<file path="config.mk">
export PLATFORM = sky130hd
export DESIGN_NAME = tirq_top
export DESIGN_NICKNAME = d
export VERILOG_FILES = /design/src/hdl/tirq_pkg.sv /design/src/hdl/tirq_sync3.sv /design/src/hdl/tirq_flag_cell.sv /design/src/hdl/tirq_top.sv
export SDC_FILE = /design/constraint.sdc
export NUM_CORES = 1
export LEC_CHECK = 0
export ABC_CLOCK_PERIOD_IN_PS = 2000
export BUFFER_PORTS_ARGS = -buffer_cell sky130_fd_sc_hd__buf_4
export CAP_MARGIN = 30
export CORE_MARGIN = 3
export CORE_UTILIZATION = 40
export CTS_CLUSTER_SIZE = 30
export DETAILED_ROUTE_END_ITERATION = 8
export PLACE_DENSITY = 0.62
export SETUP_SLACK_MARGIN = 0.5
export SLEW_MARGIN = 20
export SYNTH_ARGS = -nofsm -noshare
export SYNTH_HDL_FRONTEND = slang
export SYNTH_SLANG_ARGS = --single-unit
export TNS_END_PERCENT = 50
</file>
<file path="constraint.sdc">
create_clock -name ref_clk -period 2 [get_ports ref_clk]
set_input_delay 0.1 -clock ref_clk [delete_from_list [all_inputs] [get_ports ref_clk]]
set_output_delay 0.1 -clock ref_clk [all_outputs]
set_load 0.005 [all_outputs]
</file>
<file path="src/hdl/tirq_pkg.sv">
// Shared constants, register map and carrier types of the timer event-request block
package tirq_pkg;

    // Sizes
    localparam int NCH      = 5;           // Timer channels
    localparam int SRC_W    = 6;           // Source bits per channel: A B C D overflow underflow
    localparam int ADDR_W   = 8;
    localparam int DATA_W   = 16;
    localparam int N_STORE  = 19;          // Protected registers held here besides two enable regs
    localparam int N_PROT   = 21;          // Whole protected set, enable regs of ch3/ch4 included
    localparam int N_BUF    = 4;           // Buffer registers, never protected
    localparam int N_SHUT   = 4;           // External shutdown inputs
    localparam int N_PWM    = 6;           // Complementary PWM output pins

    // Register byte offsets
    localparam logic [7:0] ADDR_STATUS   = 8'h00;   // Status of channel c at +4*c
    localparam logic [7:0] ADDR_ENABLE   = 8'h20;   // Enable of channel c at +4*c
    localparam logic [7:0] ADDR_ACCESS   = 8'h40;   // Port timer write-enable register
    localparam logic [7:0] ADDR_EVT_STAT = 8'h44;
    localparam logic [7:0] ADDR_EVT_MASK = 8'h48;
    localparam logic [7:0] ADDR_SHUTDOWN = 8'h4C;
    localparam logic [7:0] ADDR_PROT     = 8'h80;   // Protected store k at +4*k
    localparam logic [7:0] ADDR_BUF      = 8'hE0;   // Buffer k at +4*k

    // Field positions
    localparam int BIT_CMP_A   = 0;
    localparam int BIT_OVF     = 4;
    localparam int BIT_UNF     = 5;
    localparam int BIT_DMA_SEL = 6;
    localparam int BIT_ADC_EN  = 7;
    localparam int BIT_ACC_EN  = 0;
    localparam int EVT_SHUT    = 0;
    localparam int EVT_REFUSED = 1;
    localparam int EVT_W       = 2;

    // Which sources exist, channel 4 in the top six bits
    localparam logic [NCH*SRC_W-1:0] SRC_PRESENT = {6'h1F, 6'h1F, 6'h33, 6'h33, 6'h1F};

    // Values after reset and fixed answers
    localparam logic              ACC_EN_RST  = 1'b1;
    localparam logic [7:0]        ENABLE_RST  = 8'h00;
    localparam logic [DATA_W-1:0] STORE_RST   = 16'h0000;
    localparam logic [DATA_W-1:0] UNDEF_READ  = 16'hFFFF;  // Returned for locked reads
    localparam logic              SHUT_ACTIVE = 1'b0;      // Shutdown inputs act when low

    // Register bus request
    typedef struct packed {
        logic [ADDR_W-1:0] addr;
        logic [DATA_W-1:0] wdata;
        logic              wr;
        logic              rd;
    } tirq_bus_t;

    // One channel's sources, laid out as the status register
    typedef struct packed {
        logic       unf;
        logic       ovf;
        logic [3:0] cmp;
    } tirq_src_t;

endpackage

</file>
<file path="src/hdl/tirq_sync3.sv">
// Three-stage synchroniser for pin inputs, change taken once stages two and three agree
`timescale 1ns/100ps
module tirq_sync3 #(
    parameter int W = 4
) (
    input  wire logic         ref_clk,
    input  wire logic         arst_n,
    input  wire logic [W-1:0] din,
    output logic      [W-1:0] dout
);
    logic [W-1:0] meta;
    logic [W-1:0] s2;
    logic [W-1:0] s3;

    // Chain resets to the idle level of the pins (high)
    always_ff @(posedge ref_clk or negedge arst_n) begin
        if (!arst_n) begin
            meta <= '1;
            s2   <= '1;
            s3   <= '1;
        end else begin
            meta <= din;
            s2   <= meta;
            s3   <= s2;
        end
    end

    // Filter: a single-cycle glitch between stages never reaches the output
    always_ff @(posedge ref_clk or negedge arst_n) begin
        if (!arst_n) begin
            dout <= '1;
        end else begin
            for (int i = 0; i < W; i++) begin
                if (s2[i] == s3[i]) begin
                    dout[i] <= s3[i];
                end
            end
        end
    end
endmodule

</file>
<file path="src/hdl/tirq_flag_cell.sv">
// One status flag: hardware set, read-then-write-zero clear, optional DMA clear
`timescale 1ns/100ps
module tirq_flag_cell (
    input  wire logic ref_clk,
    input  wire logic arst_n,
    input  wire logic set,
    input  wire logic rd_one,
    input  wire logic wr_zero,
    input  wire logic hw_clr,
    output logic      flag
);
    logic armed;
    logic clr;

    // A zero write clears only after the flag was read as one
    assign clr = (wr_zero & armed) | hw_clr;

    // Set wins over any clear in the same cycle so no event is lost
    always_ff @(posedge ref_clk or negedge arst_n) begin
        if (!arst_n) begin
            flag <= 1'b0;
        end else if (set) begin
            flag <= 1'b1;
        end else if (clr) begin
            flag <= 1'b0;
        end
    end

    // Arming is dropped once the flag has gone, so a stale read cannot clear a new event
    always_ff @(posedge ref_clk or negedge arst_n) begin
        if (!arst_n) begin
            armed <= 1'b0;
        end else if (clr || !flag) begin
            armed <= 1'b0;
        end else if (rd_one) begin
            armed <= 1'b1;
        end
    end
endmodule

</file>
<file path="src/hdl/tirq_top.sv">
// Timer event flags, interrupt/DMA/ADC requests, register protection and PWM shutdown
//
// Contract
// - One access-enable bit gates protected registers
// - Protected set is exactly twenty-one registers
// - Buffer registers always writable
// - Locked reads undefined, locked writes dropped
// - Any shutdown input forces PWM pins off
// - Every source has own flag and enable
// - Event sets flag; flag and enable request
// - Request withdrawn only by flag clear (code also drops it when the enable bit is cleared)
// - Fixed priority: A, B, C, D, overflow/underflow
// - Sixteen compare sources over five channels
// - One overflow flag per channel
// - Underflow only on channels one and two
// - Channel four wraps both into overflow
// - Compare-A flag plus select requests DMA
// - DMA service clears compare-A flag
// - Compare-A flag plus enable starts conversion
// - Zero write clears only after reading one
//
// The plain strobed port and the address map were left to the implementer.
`timescale 1ns/100ps
module tirq_top
    import tirq_pkg::*;
(
    input  wire logic                        ref_clk,
    input  wire logic                        arst_n,
    input  wire tirq_pkg::tirq_bus_t         bus,
    output logic [tirq_pkg::DATA_W-1:0]      rdata,
    input  wire tirq_pkg::tirq_src_t [4:0]   src_evt,
    input  wire logic [tirq_pkg::NCH-1:0]    dma_ack,
    input  wire logic [tirq_pkg::N_SHUT-1:0] shutdown_pin,
    output tirq_pkg::tirq_src_t [4:0]        irq_req,
    output logic                             irq_any,
    output logic [4:0]                       irq_top_id,
    output logic [tirq_pkg::NCH-1:0]         dma_req,
    output logic [tirq_pkg::NCH-1:0]         adc_start,
    output logic [tirq_pkg::N_PWM-1:0]       pwm_hiz,
    output logic                             evt_irq
);
    import tirq_pkg::*;

    // Elaboration check: the map and the priority index assume this shape
    if (NCH != 5 || SRC_W != 6 || N_STORE + 2 != N_PROT) begin : g_bad_shape
        $error("tirq_top: unsupported channel layout");
    end

    // Word hit in a table of registers spaced by four bytes
    function automatic logic word_hit(input logic [7:0] a, input logic [7:0] base, input int idx);
        word_hit = (a == 8'(base + 8'(idx * 4)));
    endfunction

    // Index of a word inside a table, valid only when in_table says so
    function automatic logic [4:0] word_idx(input logic [7:0] a, input logic [7:0] base);
        logic [7:0] diff;
        diff     = 8'(a - base);
        word_idx = diff[6:2];
    endfunction

    // True when the address lies within a table of n words
    function automatic logic in_table(input logic [7:0] a, input logic [7:0] base, input int n);
        in_table = (a >= base) && (a < 8'(base + 8'(n * 4))) && (a[1:0] == 2'b00);
    endfunction

    logic                               timer_access_enable;
    logic [NCH-1:0][7:0]                timer_irq_enable_reg;
    logic [NCH-1:0][SRC_W-1:0]          flag;
    logic [N_STORE-1:0][DATA_W-1:0]     prot_store;
    logic [N_BUF-1:0][DATA_W-1:0]       buf_store;
    logic [EVT_W-1:0]                   evt_stat;
    logic [EVT_W-1:0]                   evt_mask;
    logic [N_SHUT-1:0]                  shut_sync;
    logic                               shut_now;
    logic                               shut_prev;
    logic                               store_hit;
    logic                               buf_hit;
    logic                               prot_enable_hit;
    logic                               prot_hit;
    logic                               refused_wr;
    logic [DATA_W-1:0]                  next_rdata;
    logic [NCH-1:0][SRC_W-1:0]          pending;
    logic                               next_irq_any;
    logic [4:0]                         next_irq_top_id;

    // Address classes of the current access
    assign store_hit       = in_table(bus.addr, ADDR_PROT, N_STORE);
    assign buf_hit         = in_table(bus.addr, ADDR_BUF, N_BUF);
    assign prot_enable_hit = word_hit(bus.addr, ADDR_ENABLE, 3) || word_hit(bus.addr, ADDR_ENABLE, 4);
    assign prot_hit        = store_hit || prot_enable_hit;
    assign refused_wr      = bus.wr && prot_hit && !timer_access_enable;

    // Access-enable bit in the port timer write-enable register
    always_ff @(posedge ref_clk or negedge arst_n) begin
        if (!arst_n) begin
            timer_access_enable <= ACC_EN_RST;
        end else if (bus.wr && bus.addr == ADDR_ACCESS) begin
            timer_access_enable <= bus.wdata[BIT_ACC_EN];
        end
    end

    // Per-channel enables; channels 3 and 4 sit in the protected set
    always_ff @(posedge ref_clk or negedge arst_n) begin
        if (!arst_n) begin
            timer_irq_enable_reg <= {NCH{ENABLE_RST}};
        end else begin
            for (int c = 0; c < NCH; c++) begin
                if (bus.wr && word_hit(bus.addr, ADDR_ENABLE, c)
                    && (c < 3 || timer_access_enable)) begin
                    timer_irq_enable_reg[c] <= {bus.wdata[7:6],
                                                bus.wdata[5:0] & SRC_PRESENT[c*SRC_W +: SRC_W]};
                end
            end
        end
    end

    // Remaining protected registers: mode, control, io, counter, compare, output, gate, cycle, dead time
    always_ff @(posedge ref_clk or negedge arst_n) begin
        if (!arst_n) begin
            prot_store <= {N_STORE{STORE_RST}};
        end else if (bus.wr && store_hit && timer_access_enable) begin
            prot_store[word_idx(bus.addr, ADDR_PROT)] <= bus.wdata;
        end
    end

    // Buffer registers ignore the access-enable bit, so reload data can be staged while locked
    always_ff @(posedge ref_clk or negedge arst_n) begin
        if (!arst_n) begin
            buf_store <= {N_BUF{STORE_RST}};
        end else if (bus.wr && buf_hit) begin
            buf_store[word_idx(bus.addr, ADDR_BUF)] <= bus.wdata;
        end
    end

    // Status flags: one cell per existing source; absent positions stay zero
    for (genvar c = 0; c < NCH; c++) begin : g_ch
        for (genvar b = 0; b < SRC_W; b++) begin : g_src
            if (SRC_PRESENT[c*SRC_W + b]) begin : g_cell
                logic set_evt;
                logic rd_one;
                logic wr_zero;
                logic hw_clr;

                // Channel 4 folds underflow into its overflow flag
                if (c == 4 && b == BIT_OVF) begin : g_wrap
                    assign set_evt = src_evt[c].ovf | src_evt[c].unf;
                end else begin : g_plain
                    assign set_evt = src_evt[c][b];
                end

                assign rd_one  = bus.rd && word_hit(bus.addr, ADDR_STATUS, c) && flag[c][b];
                assign wr_zero = bus.wr && word_hit(bus.addr, ADDR_STATUS, c) && !bus.wdata[b];
                // Only compare A is cleared by the DMA controller
                assign hw_clr  = (b == BIT_CMP_A) ? dma_ack[c] : 1'b0;

                tirq_flag_cell u_flag (
                    .ref_clk (ref_clk),
                    .arst_n  (arst_n),
                    .set     (set_evt),
                    .rd_one  (rd_one),
                    .wr_zero (wr_zero),
                    .hw_clr  (hw_clr),
                    .flag    (flag[c][b])
                );
            end else begin : g_none
                assign flag[c][b] = 1'b0;
            end
        end
    end

    // Pending sources: flag and matching enable bit
    always_comb begin
        for (int c = 0; c < NCH; c++) begin
            pending[c] = flag[c] & timer_irq_enable_reg[c][SRC_W-1:0];
        end
    end

    // Highest pending source, channel 0 compare A first, channel 4 overflow last
    always_comb begin
        next_irq_any    = 1'b0;
        next_irq_top_id = 5'h1F;
        for (int c = NCH - 1; c >= 0; c--) begin
            for (int b = SRC_W - 1; b >= 0; b--) begin
                if (pending[c][b]) begin
                    next_irq_any    = 1'b1;
                    next_irq_top_id = 5'(c * SRC_W + b);
                end
            end
        end
    end

    // Request outputs as registered levels; they drop the cycle after the flag clears
    always_ff @(posedge ref_clk or negedge arst_n) begin
        if (!arst_n) begin
            irq_req    <= '0;
            irq_any    <= 1'b0;
            irq_top_id <= 5'h1F;
        end else begin
            irq_req    <= pending;
            irq_any    <= next_irq_any;
            irq_top_id <= next_irq_top_id;
        end
    end

    // DMA and conversion-start requests come from compare A only
    always_ff @(posedge ref_clk or negedge arst_n) begin
        if (!arst_n) begin
            dma_req   <= '0;
            adc_start <= '0;
        end else begin
            for (int c = 0; c < NCH; c++) begin
                dma_req[c]   <= flag[c][BIT_CMP_A] & timer_irq_enable_reg[c][BIT_DMA_SEL];
                adc_start[c] <= flag[c][BIT_CMP_A] & timer_irq_enable_reg[c][BIT_ADC_EN];
            end
        end
    end

    // Shutdown pins cross into this clock through three stages
    tirq_sync3 #(
        .W (N_SHUT)
    ) u_shut_sync (
        .ref_clk (ref_clk),
        .arst_n  (arst_n),
        .din     (shutdown_pin),
        .dout    (shut_sync)
    );

    // Any input at its active level is enough; the pins are released when all go idle
    assign shut_now = |(shut_sync ^ {N_SHUT{~SHUT_ACTIVE}});

    always_ff @(posedge ref_clk or negedge arst_n) begin
        if (!arst_n) begin
            pwm_hiz   <= '0;
            shut_prev <= 1'b0;
        end else begin
            pwm_hiz   <= {N_PWM{shut_now}};
            shut_prev <= shut_now;
        end
    end

    // Block events: sticky, write one to clear, hardware set wins over the clear
    always_ff @(posedge ref_clk or negedge arst_n) begin
        if (!arst_n) begin
            evt_stat <= '0;
        end else begin
            for (int i = 0; i < EVT_W; i++) begin
                if ((i == EVT_SHUT && shut_now && !shut_prev) || (i == EVT_REFUSED && refused_wr)) begin
                    evt_stat[i] <= 1'b1;
                end else if (bus.wr && bus.addr == ADDR_EVT_STAT && bus.wdata[i]) begin
                    evt_stat[i] <= 1'b0;
                end
            end
        end
    end

    // Mask of block events
    always_ff @(posedge ref_clk or negedge arst_n) begin
        if (!arst_n) begin
            evt_mask <= '0;
        end else if (bus.wr && bus.addr == ADDR_EVT_MASK) begin
            evt_mask <= bus.wdata[EVT_W-1:0];
        end
    end

    // Event interrupt: level while any unmasked event bit is set
    always_ff @(posedge ref_clk or negedge arst_n) begin
        if (!arst_n) begin
            evt_irq <= 1'b0;
        end else begin
            evt_irq <= |(evt_stat & evt_mask);
        end
    end

    // Read mux; locked protected words answer a fixed pattern rather than live contents
    always_comb begin
        next_rdata = '0;
        if (prot_hit && !timer_access_enable) begin
            next_rdata = UNDEF_READ;
        end else if (store_hit) begin
            next_rdata = prot_store[word_idx(bus.addr, ADDR_PROT)];
        end else if (buf_hit) begin
            next_rdata = buf_store[word_idx(bus.addr, ADDR_BUF)];
        end else if (bus.addr == ADDR_ACCESS) begin
            next_rdata[BIT_ACC_EN] = timer_access_enable;
        end else if (bus.addr == ADDR_EVT_STAT) begin
            next_rdata[EVT_W-1:0] = evt_stat;
        end else if (bus.addr == ADDR_EVT_MASK) begin
            next_rdata[EVT_W-1:0] = evt_mask;
        end else if (bus.addr == ADDR_SHUTDOWN) begin
            next_rdata[N_SHUT-1:0] = shut_sync;
        end else begin
            for (int c = 0; c < NCH; c++) begin
                if (word_hit(bus.addr, ADDR_STATUS, c)) begin
                    next_rdata[SRC_W-1:0] = flag[c];
                end
                if (word_hit(bus.addr, ADDR_ENABLE, c)) begin
                    next_rdata[7:0] = timer_irq_enable_reg[c];
                end
            end
        end
    end

    // Read data stand only in the cycle after the strobe
    always_ff @(posedge ref_clk or negedge arst_n) begin
        if (!arst_n) begin
            rdata <= '0;
        end else if (bus.rd) begin
            rdata <= next_rdata;
        end else begin
            rdata <= '0;
        end
    end
endmodule

</file>
# Word-level counts from Yosys, hierarchy flattened
# Index checks and enable logic that the tools add are counted.
dict set report op_classes {
  addsub 2
  magnitude_cmp 8
  eq_ne 17
  muxes 196
  bitwise_logic 46
  n_reduce_logical 189
}
# operator n
set ops {}
lappend ops {{bitwise mux 304 bit} 1}
lappend ops {{2-to-1 mux 1 bit} 127}
lappend ops {{2-to-1 mux 16 bit} 7}
lappend ops {{2-to-1 mux 8 bit} 14}
lappend ops {{2-to-1 mux 5 bit} 21}
lappend ops {{nonzero test 2 bit} 48}
lappend ops {{logical AND 1 bit} 81}
lappend ops {{binary-select mux 16 bit (select 5 bit)} 1}
lappend ops {{demux 16 bit (select 5 bit)} 1}
lappend ops {{bitwise mux 64 bit} 1}
lappend ops {{equality test 8 x 6 -> 1 bit, second input constant} 5}
lappend ops {{2-to-1 mux 6 bit} 6}
lappend ops {{bitwise AND 1 bit} 33}
lappend ops {{binary-select mux 16 bit (select 2 bit)} 1}
lappend ops {{demux 16 bit (select 2 bit)} 1}
lappend ops {{equality test 8 x 7 -> 1 bit, second input constant} 4}
lappend ops {{logical NOT 1 bit} 31}
lappend ops {{logical OR 1 bit} 25}
lappend ops {{2-to-1 mux 4 bit} 6}
lappend ops {{equality test 8 x 4 -> 1 bit, second input constant} 2}
lappend ops {{>= comparator 8 bit, second input constant} 2}
lappend ops {{less-than comparator 8 bit, second input constant} 2}
lappend ops {{bitwise AND 5 bit} 3}
lappend ops {{bitwise AND 6 bit} 2}
lappend ops {{18 further kinds} 33}
dict set report word_totals {
  regBits 530
  inputBits 67
  out_inout_bits 69
  wordCells 563
}

# Logic depth before layout (Yosys ltp)
dict set report depth {
  depth_word 30
  depth_mapped 10
  mapped_depth_nobuf 7
}

# Cells and area by module
# A second synthesis with hierarchy kept.
dict set report hier_totals {
  cells_unflattened 1764
  area_unflattened_um2 24747.5
}
# mod n_inst cells_each area_each_um2 seq_area_each_um2
set modules_own_cells {}
lappend modules_own_cells {tirq_top 1 1560 22181.3 11593.6}
lappend modules_own_cells {tirq_flag_cell 23 8 91.3 50.0}
lappend modules_own_cells {tirq_sync3 1 20 465.4 420.4}

# Least setup slack after synthesis
# Ideal clock, no wire load.
dict set report synth_timing {
  kind {input to register}
  from {input bus[18] in the netlist's numbering}
  to {register prot_store[143] in the netlist's numbering}
  setup_time_ns 0.128
  arrival_time_ns 1.973
  required_ns 1.872
  slack_ns -0.101
  stages 8
  path_buffers 2
  path_cell_list {buf_2 > or3b_1 > o21ba_4 > nand3_4 > nor3_4 > nand2_2 > buf_2 > mux2_1}
}
dict set report synth_between {
  elab_chain_len 6
  word_cells_on_any_way 14
  cone_classes {add/sub: 1; order compare: 4; mux: 3; reduce/logical: 6}
}
# element line
set synth_rtl {}
lappend synth_rtl {{from (decl)} tirq_top.sv:29} ;# input wire tirq_pkg::tirq_bus_t bus,
lappend synth_rtl {{subtractor 7 x 1 -> 7 bit} tirq_top.sv:57} ;# diff = 8'(a - base);
lappend synth_rtl {{less-than comparator 5 x 6 -> 1 bit (not written as such) or >= comparator 5 x 1 -> 1 bit (tied branches)} tirq_top.sv:122} ;# prot_store[word_idx(bus.addr, ADDR_PROT)] <= bus.wdata;
lappend synth_rtl {{logical AND 1 bit (not written as such)} tirq_top.sv:122}
lappend synth_rtl {{2-to-1 mux 16 bit (not written as such)} tirq_top.sv:122}
lappend synth_rtl {{demux 16 bit (select 5 bit)} tirq_top.sv:122}
lappend synth_rtl {{bitwise mux 304 bit} tirq_top.sv:122}
lappend synth_rtl {{to (signal assigned)} tirq_top.sv:120} ;# prot_store <= {N_STORE{STORE_RST}};
lappend synth_rtl {{to (signal, indexed assignment)} tirq_top.sv:122}
lappend synth_rtl {{to (decl)} tirq_top.sv:69} ;# logic [N_STORE-1:0][DATA_W-1:0] prot_store;
# Parallel ways exist; a longest one is shown, timed or not.
# A chain may end at the register's enable or synchronous reset.

# Worst setup path after layout
dict set report layout_timing {
  from {register timer_access_enable}
  to {register prot_store[283] in the netlist's numbering}
}
dict set report layout_between {
  elab_chain_len 1
}
# element line
set layout_rtl {}
lappend layout_rtl {{from (decl)} tirq_top.sv:66} ;# logic timer_access_enable;
lappend layout_rtl {{from (signal assigned)} tirq_top.sv:98} ;# timer_access_enable <= bus.wdata[BIT_ACC_EN];
lappend layout_rtl {{logical AND 1 bit} tirq_top.sv:121} ;# end else if (bus.wr && store_hit && timer_access_enable) begin
# Every way passes these cells.

==> flow_summary.yaml <==
synthesis:
  synth-seq-cells: 525
  synthTopCellsByArea: "dfrtp_1, mux2_2, mux4_2"
  synth.avg_cell_area_um2: 13.8
  synth_seq_area_share_pct: 55.7
  postSynthCellCount: 1708
  yosys.area.top_type: "dfrtp_1"
  ys_warn_count: 0
  synth_ff_type: "dfrtp_1"
  synth_area_mm2: 0.0236
  ys_types: 71
  synth_top_cell_area_share_pct: 53.2
  synth_edf_count: 0
  synthArstFlopShare_pct: 100
grt:
  antenna_found_initial: 0
  gr-total-overflow: 0
  grt_util_all_layers_pct: 22.3
  grt_max_degree: 95
  grt_pass1_vias: 16858
  grt_pass1_wl_mm: 106
worst_setup_path:
  crit_type: "register to register"
  required_ns: 2.48
  crit_fanout: 16
  r2r_slack_ns: 0.16
  endpoint: "prot_store[283]$_DFFE_PN0P_"
  reg2reg_from: "timer_access_enable$_DFFE_PN1P_"
  regToRegEndpoint: "prot_store[283]$_DFFE_PN0P_"
  rr_worst_depth: 8
  worstSetupStartpoint: "timer_access_enable$_DFFE_PN1P_"
  cp-start-kind: "register"
  worst-endpoint-arrival_ns: 2.32
  endpoint_kind: "register"
placed_design:
  place_area_mm2: 0.0270
  pre_cts_ws_ns: -0.281
  portBuffers: 122
  dp_cells: 2671
  hpwl_mm: 47.0
  place_congestion: 0.926
die:
  core_mm2: 0.0581
  die_area_mm2: 0.0621
  num_rows: 88
  start_util_pct: 40.7
  die_width_um: 249
  pin_count: 136
  die_h_um: 249
timing:
  slew_headroom_pct: 48.6
  slew_violations: 0
  fmax_mhz: 543
  rsz0062_at_grt: "true"
  tightest_slew_ns: 0.764
  period_share_pct: 92.0
  setup-violations-final: 0
  hold_violations: 0
  hold_ws_ns: 0.0301
  period_needed_ns: 1.84
  skew_ns: 0.0211
  fin_ws_ns: 0.159
layout:
  diodes: 0
  fin_nets: 2112
  largest_register_ffs: 304
  drive_gt1_share_pct: 49.9
  final_area_mm2: 0.0303
  register_area_mm2: 0.0132
  multiInputGateArea_mm2: 0.0102
  fin_cells: 2852
  fillers: 4871
  syn2layout_area_growth_pct: 28.1
detailed_routing:
  vias_per_cell: 5.57
  drt-met1-wl_mm: 29.7
  dr.max_layer_used: "met4"
  drc: 0
  drtAntennaViolNets: 0
  wl_met3_mm: 2.75
  drt_wl_total_mm: 69.8
  dr.pass1.iters: 5
  vias: 15890
  wl_met2_mm: 34.9
  drtIter0Drc: 941
  routedWlPerCell_um: 24.5
cts:
  insertion_delay_ns: 0.61
  htree_levels: 2
  cts_root_buf: "clkbuf_16"
  cts_tree: "done"
  clock_path_buffers: 3
  clk_pin_slew_ns: 0.07
  cts_sinks: 525
  cts_made_buffers: 55
pwr:
  p_leak_nw: 14.6
  power_density_mw_per_mm2: 752
  vdd_drop_max_mv: 0.626
  power_mw: 22.8
flow_run:
  max_cap_viol_count: 0
min_path:
  hp-class: "input pin to register"
status:
  status: "finished, final reports clean"
## how the worst min path moves through the flow
stage / depth (start not counted) / endpoint / from / slack (ns)
finish: 2 / timer_irq_enable_reg[7]$_DFFE_PN0P_ / bus[9] / 0.03
global route: 3 / evt_stat[1]$_DFFE_PN0P_ / bus[3] / 0.03
floorplan: 0 / adc_start[0]$_DFF_PN0_ / arst_n / -0.20
CTS: 2 / timer_irq_enable_reg[7]$_DFFE_PN0P_ / bus[9] / 0.008
global placement: 1 / prot_store[196]$_DFFE_PN0P_ / arst_n / 0.04
detailed placement: 1 / rdata[2]$_DFF_PN0_ / arst_n / 0.05
## cell usage after synthesis, types with 27 or more instances
| library cell | count |
|---|---|
| mux4_2 | 92 |
| o21ai_0 | 72 |
| mux2_2 | 403 |
| dfrtp_1 | 503 |
| nand2_1 | 102 |
| nand3_1 | 28 |
| clkbuf_1 | 60 |
| a21oi_1 | 27 |
| and2_1 | 37 |
| inv_1 | 27 |
| mux2i_1 | 28 |
| buf_2 | 41 |
| nor2_1 | 47 |
## report_power, final
part	leakage, nW	internal (mW)	total [mW]	switching, mW
combinational	6.62	0.715	1.68	0.968
clock	0.857	5.79	10.1	4.28
sequential	7.09	10.9	11.0	0.140
total	14.6	17.4	22.8	5.39
## critical path: stages (launching register included)
cell and delay, ns:
dfstp_2 0.56, nand3_4 0.13, buf_6 0.15, nor2_4 0.07
buf_6 0.16, buf_4 0.13, nand2_2 0.06, buf_12 0.16
mux2_2 0.28
## through the flow
stage / utilization [%] / setup TNS, ns
final: 52.1 / 0
after detailed placement: 46.4 / -25.48
after global placement: 46.4 / -21.04
after floorplan: - / -3.38
after CTS: 51.8 / 0
after global routing: 52.1 / 0
## per-layer routing
| layer | up-vias | track usage [%] |
|---|---|---|
| met2 | 407 | 38.3 |
| li1 | 6921 | - |
| met5 | - | 0 |
| met4 | 0 | 7.38 |
| met3 | 122 | 2.40 |
| met1 | 8440 | 29.6 |
## cell type report
type | instances | share of cell area [%]
clock buffer | 78 | 5.13
clock inverter | 21 | 0.673
inverter | 27 | 0.335
multi-input combinational | 1033 | 33.8
sequential | 525 | 43.5
tap | 765 | 3.16
timing repair buffer | 403 | 13.4
## logic make-up after synthesis
kind of cell	after synthesis	share of synthesized area, %
simple gates	297	6.54
buf+inv	156	2.90
fa+ha+maj	4	0.169
other cells	1	0.0159
mux	524	29.2
flops	525	55.7
compound gates	201	5.49
## cells in the final DEF, fill, tap and decap left out, drive strengths merged, types with 4 or more instances in the layout
cell / instances
inv: 31
a31oi: 10
or3: 6
buf: 357
a21oi: 27
nand2: 107
nor4: 5
dfstp: 22
nand2b: 11
o22ai: 9
a31o: 5
and2: 37
clkinv: 10
maj3: 4
nor3: 12
nor2: 50
clkinvlp: 4
mux2i: 28
conb: 7
o21ai: 72
mux4: 92
dlygate4sd3: 45
a21o: 18
mux2: 404
a211oi: 8
a22oi: 11
o2111ai: 4
nand3: 31
dfrtp: 503
nor2b: 6
and3: 6
clkbuf: 78
o211ai: 10
a22o: 5
nand4: 8
## what timing repair did
| item | 4_1_cts | 5_1_grt |
|---|---|---|
| hold buffers | 45 | 0 |
| setup buffers | 19 | 7 |
| gates resized for setup | 115 | 23 |
| gates cloned | 11 | 0 |
| pin swaps | 39 | 2 |
| setup endpoints to repair | 340 | 357 |
| endpoints found under the hold margin | 749 | 0 |
Power figures use the tool's default switching activity.
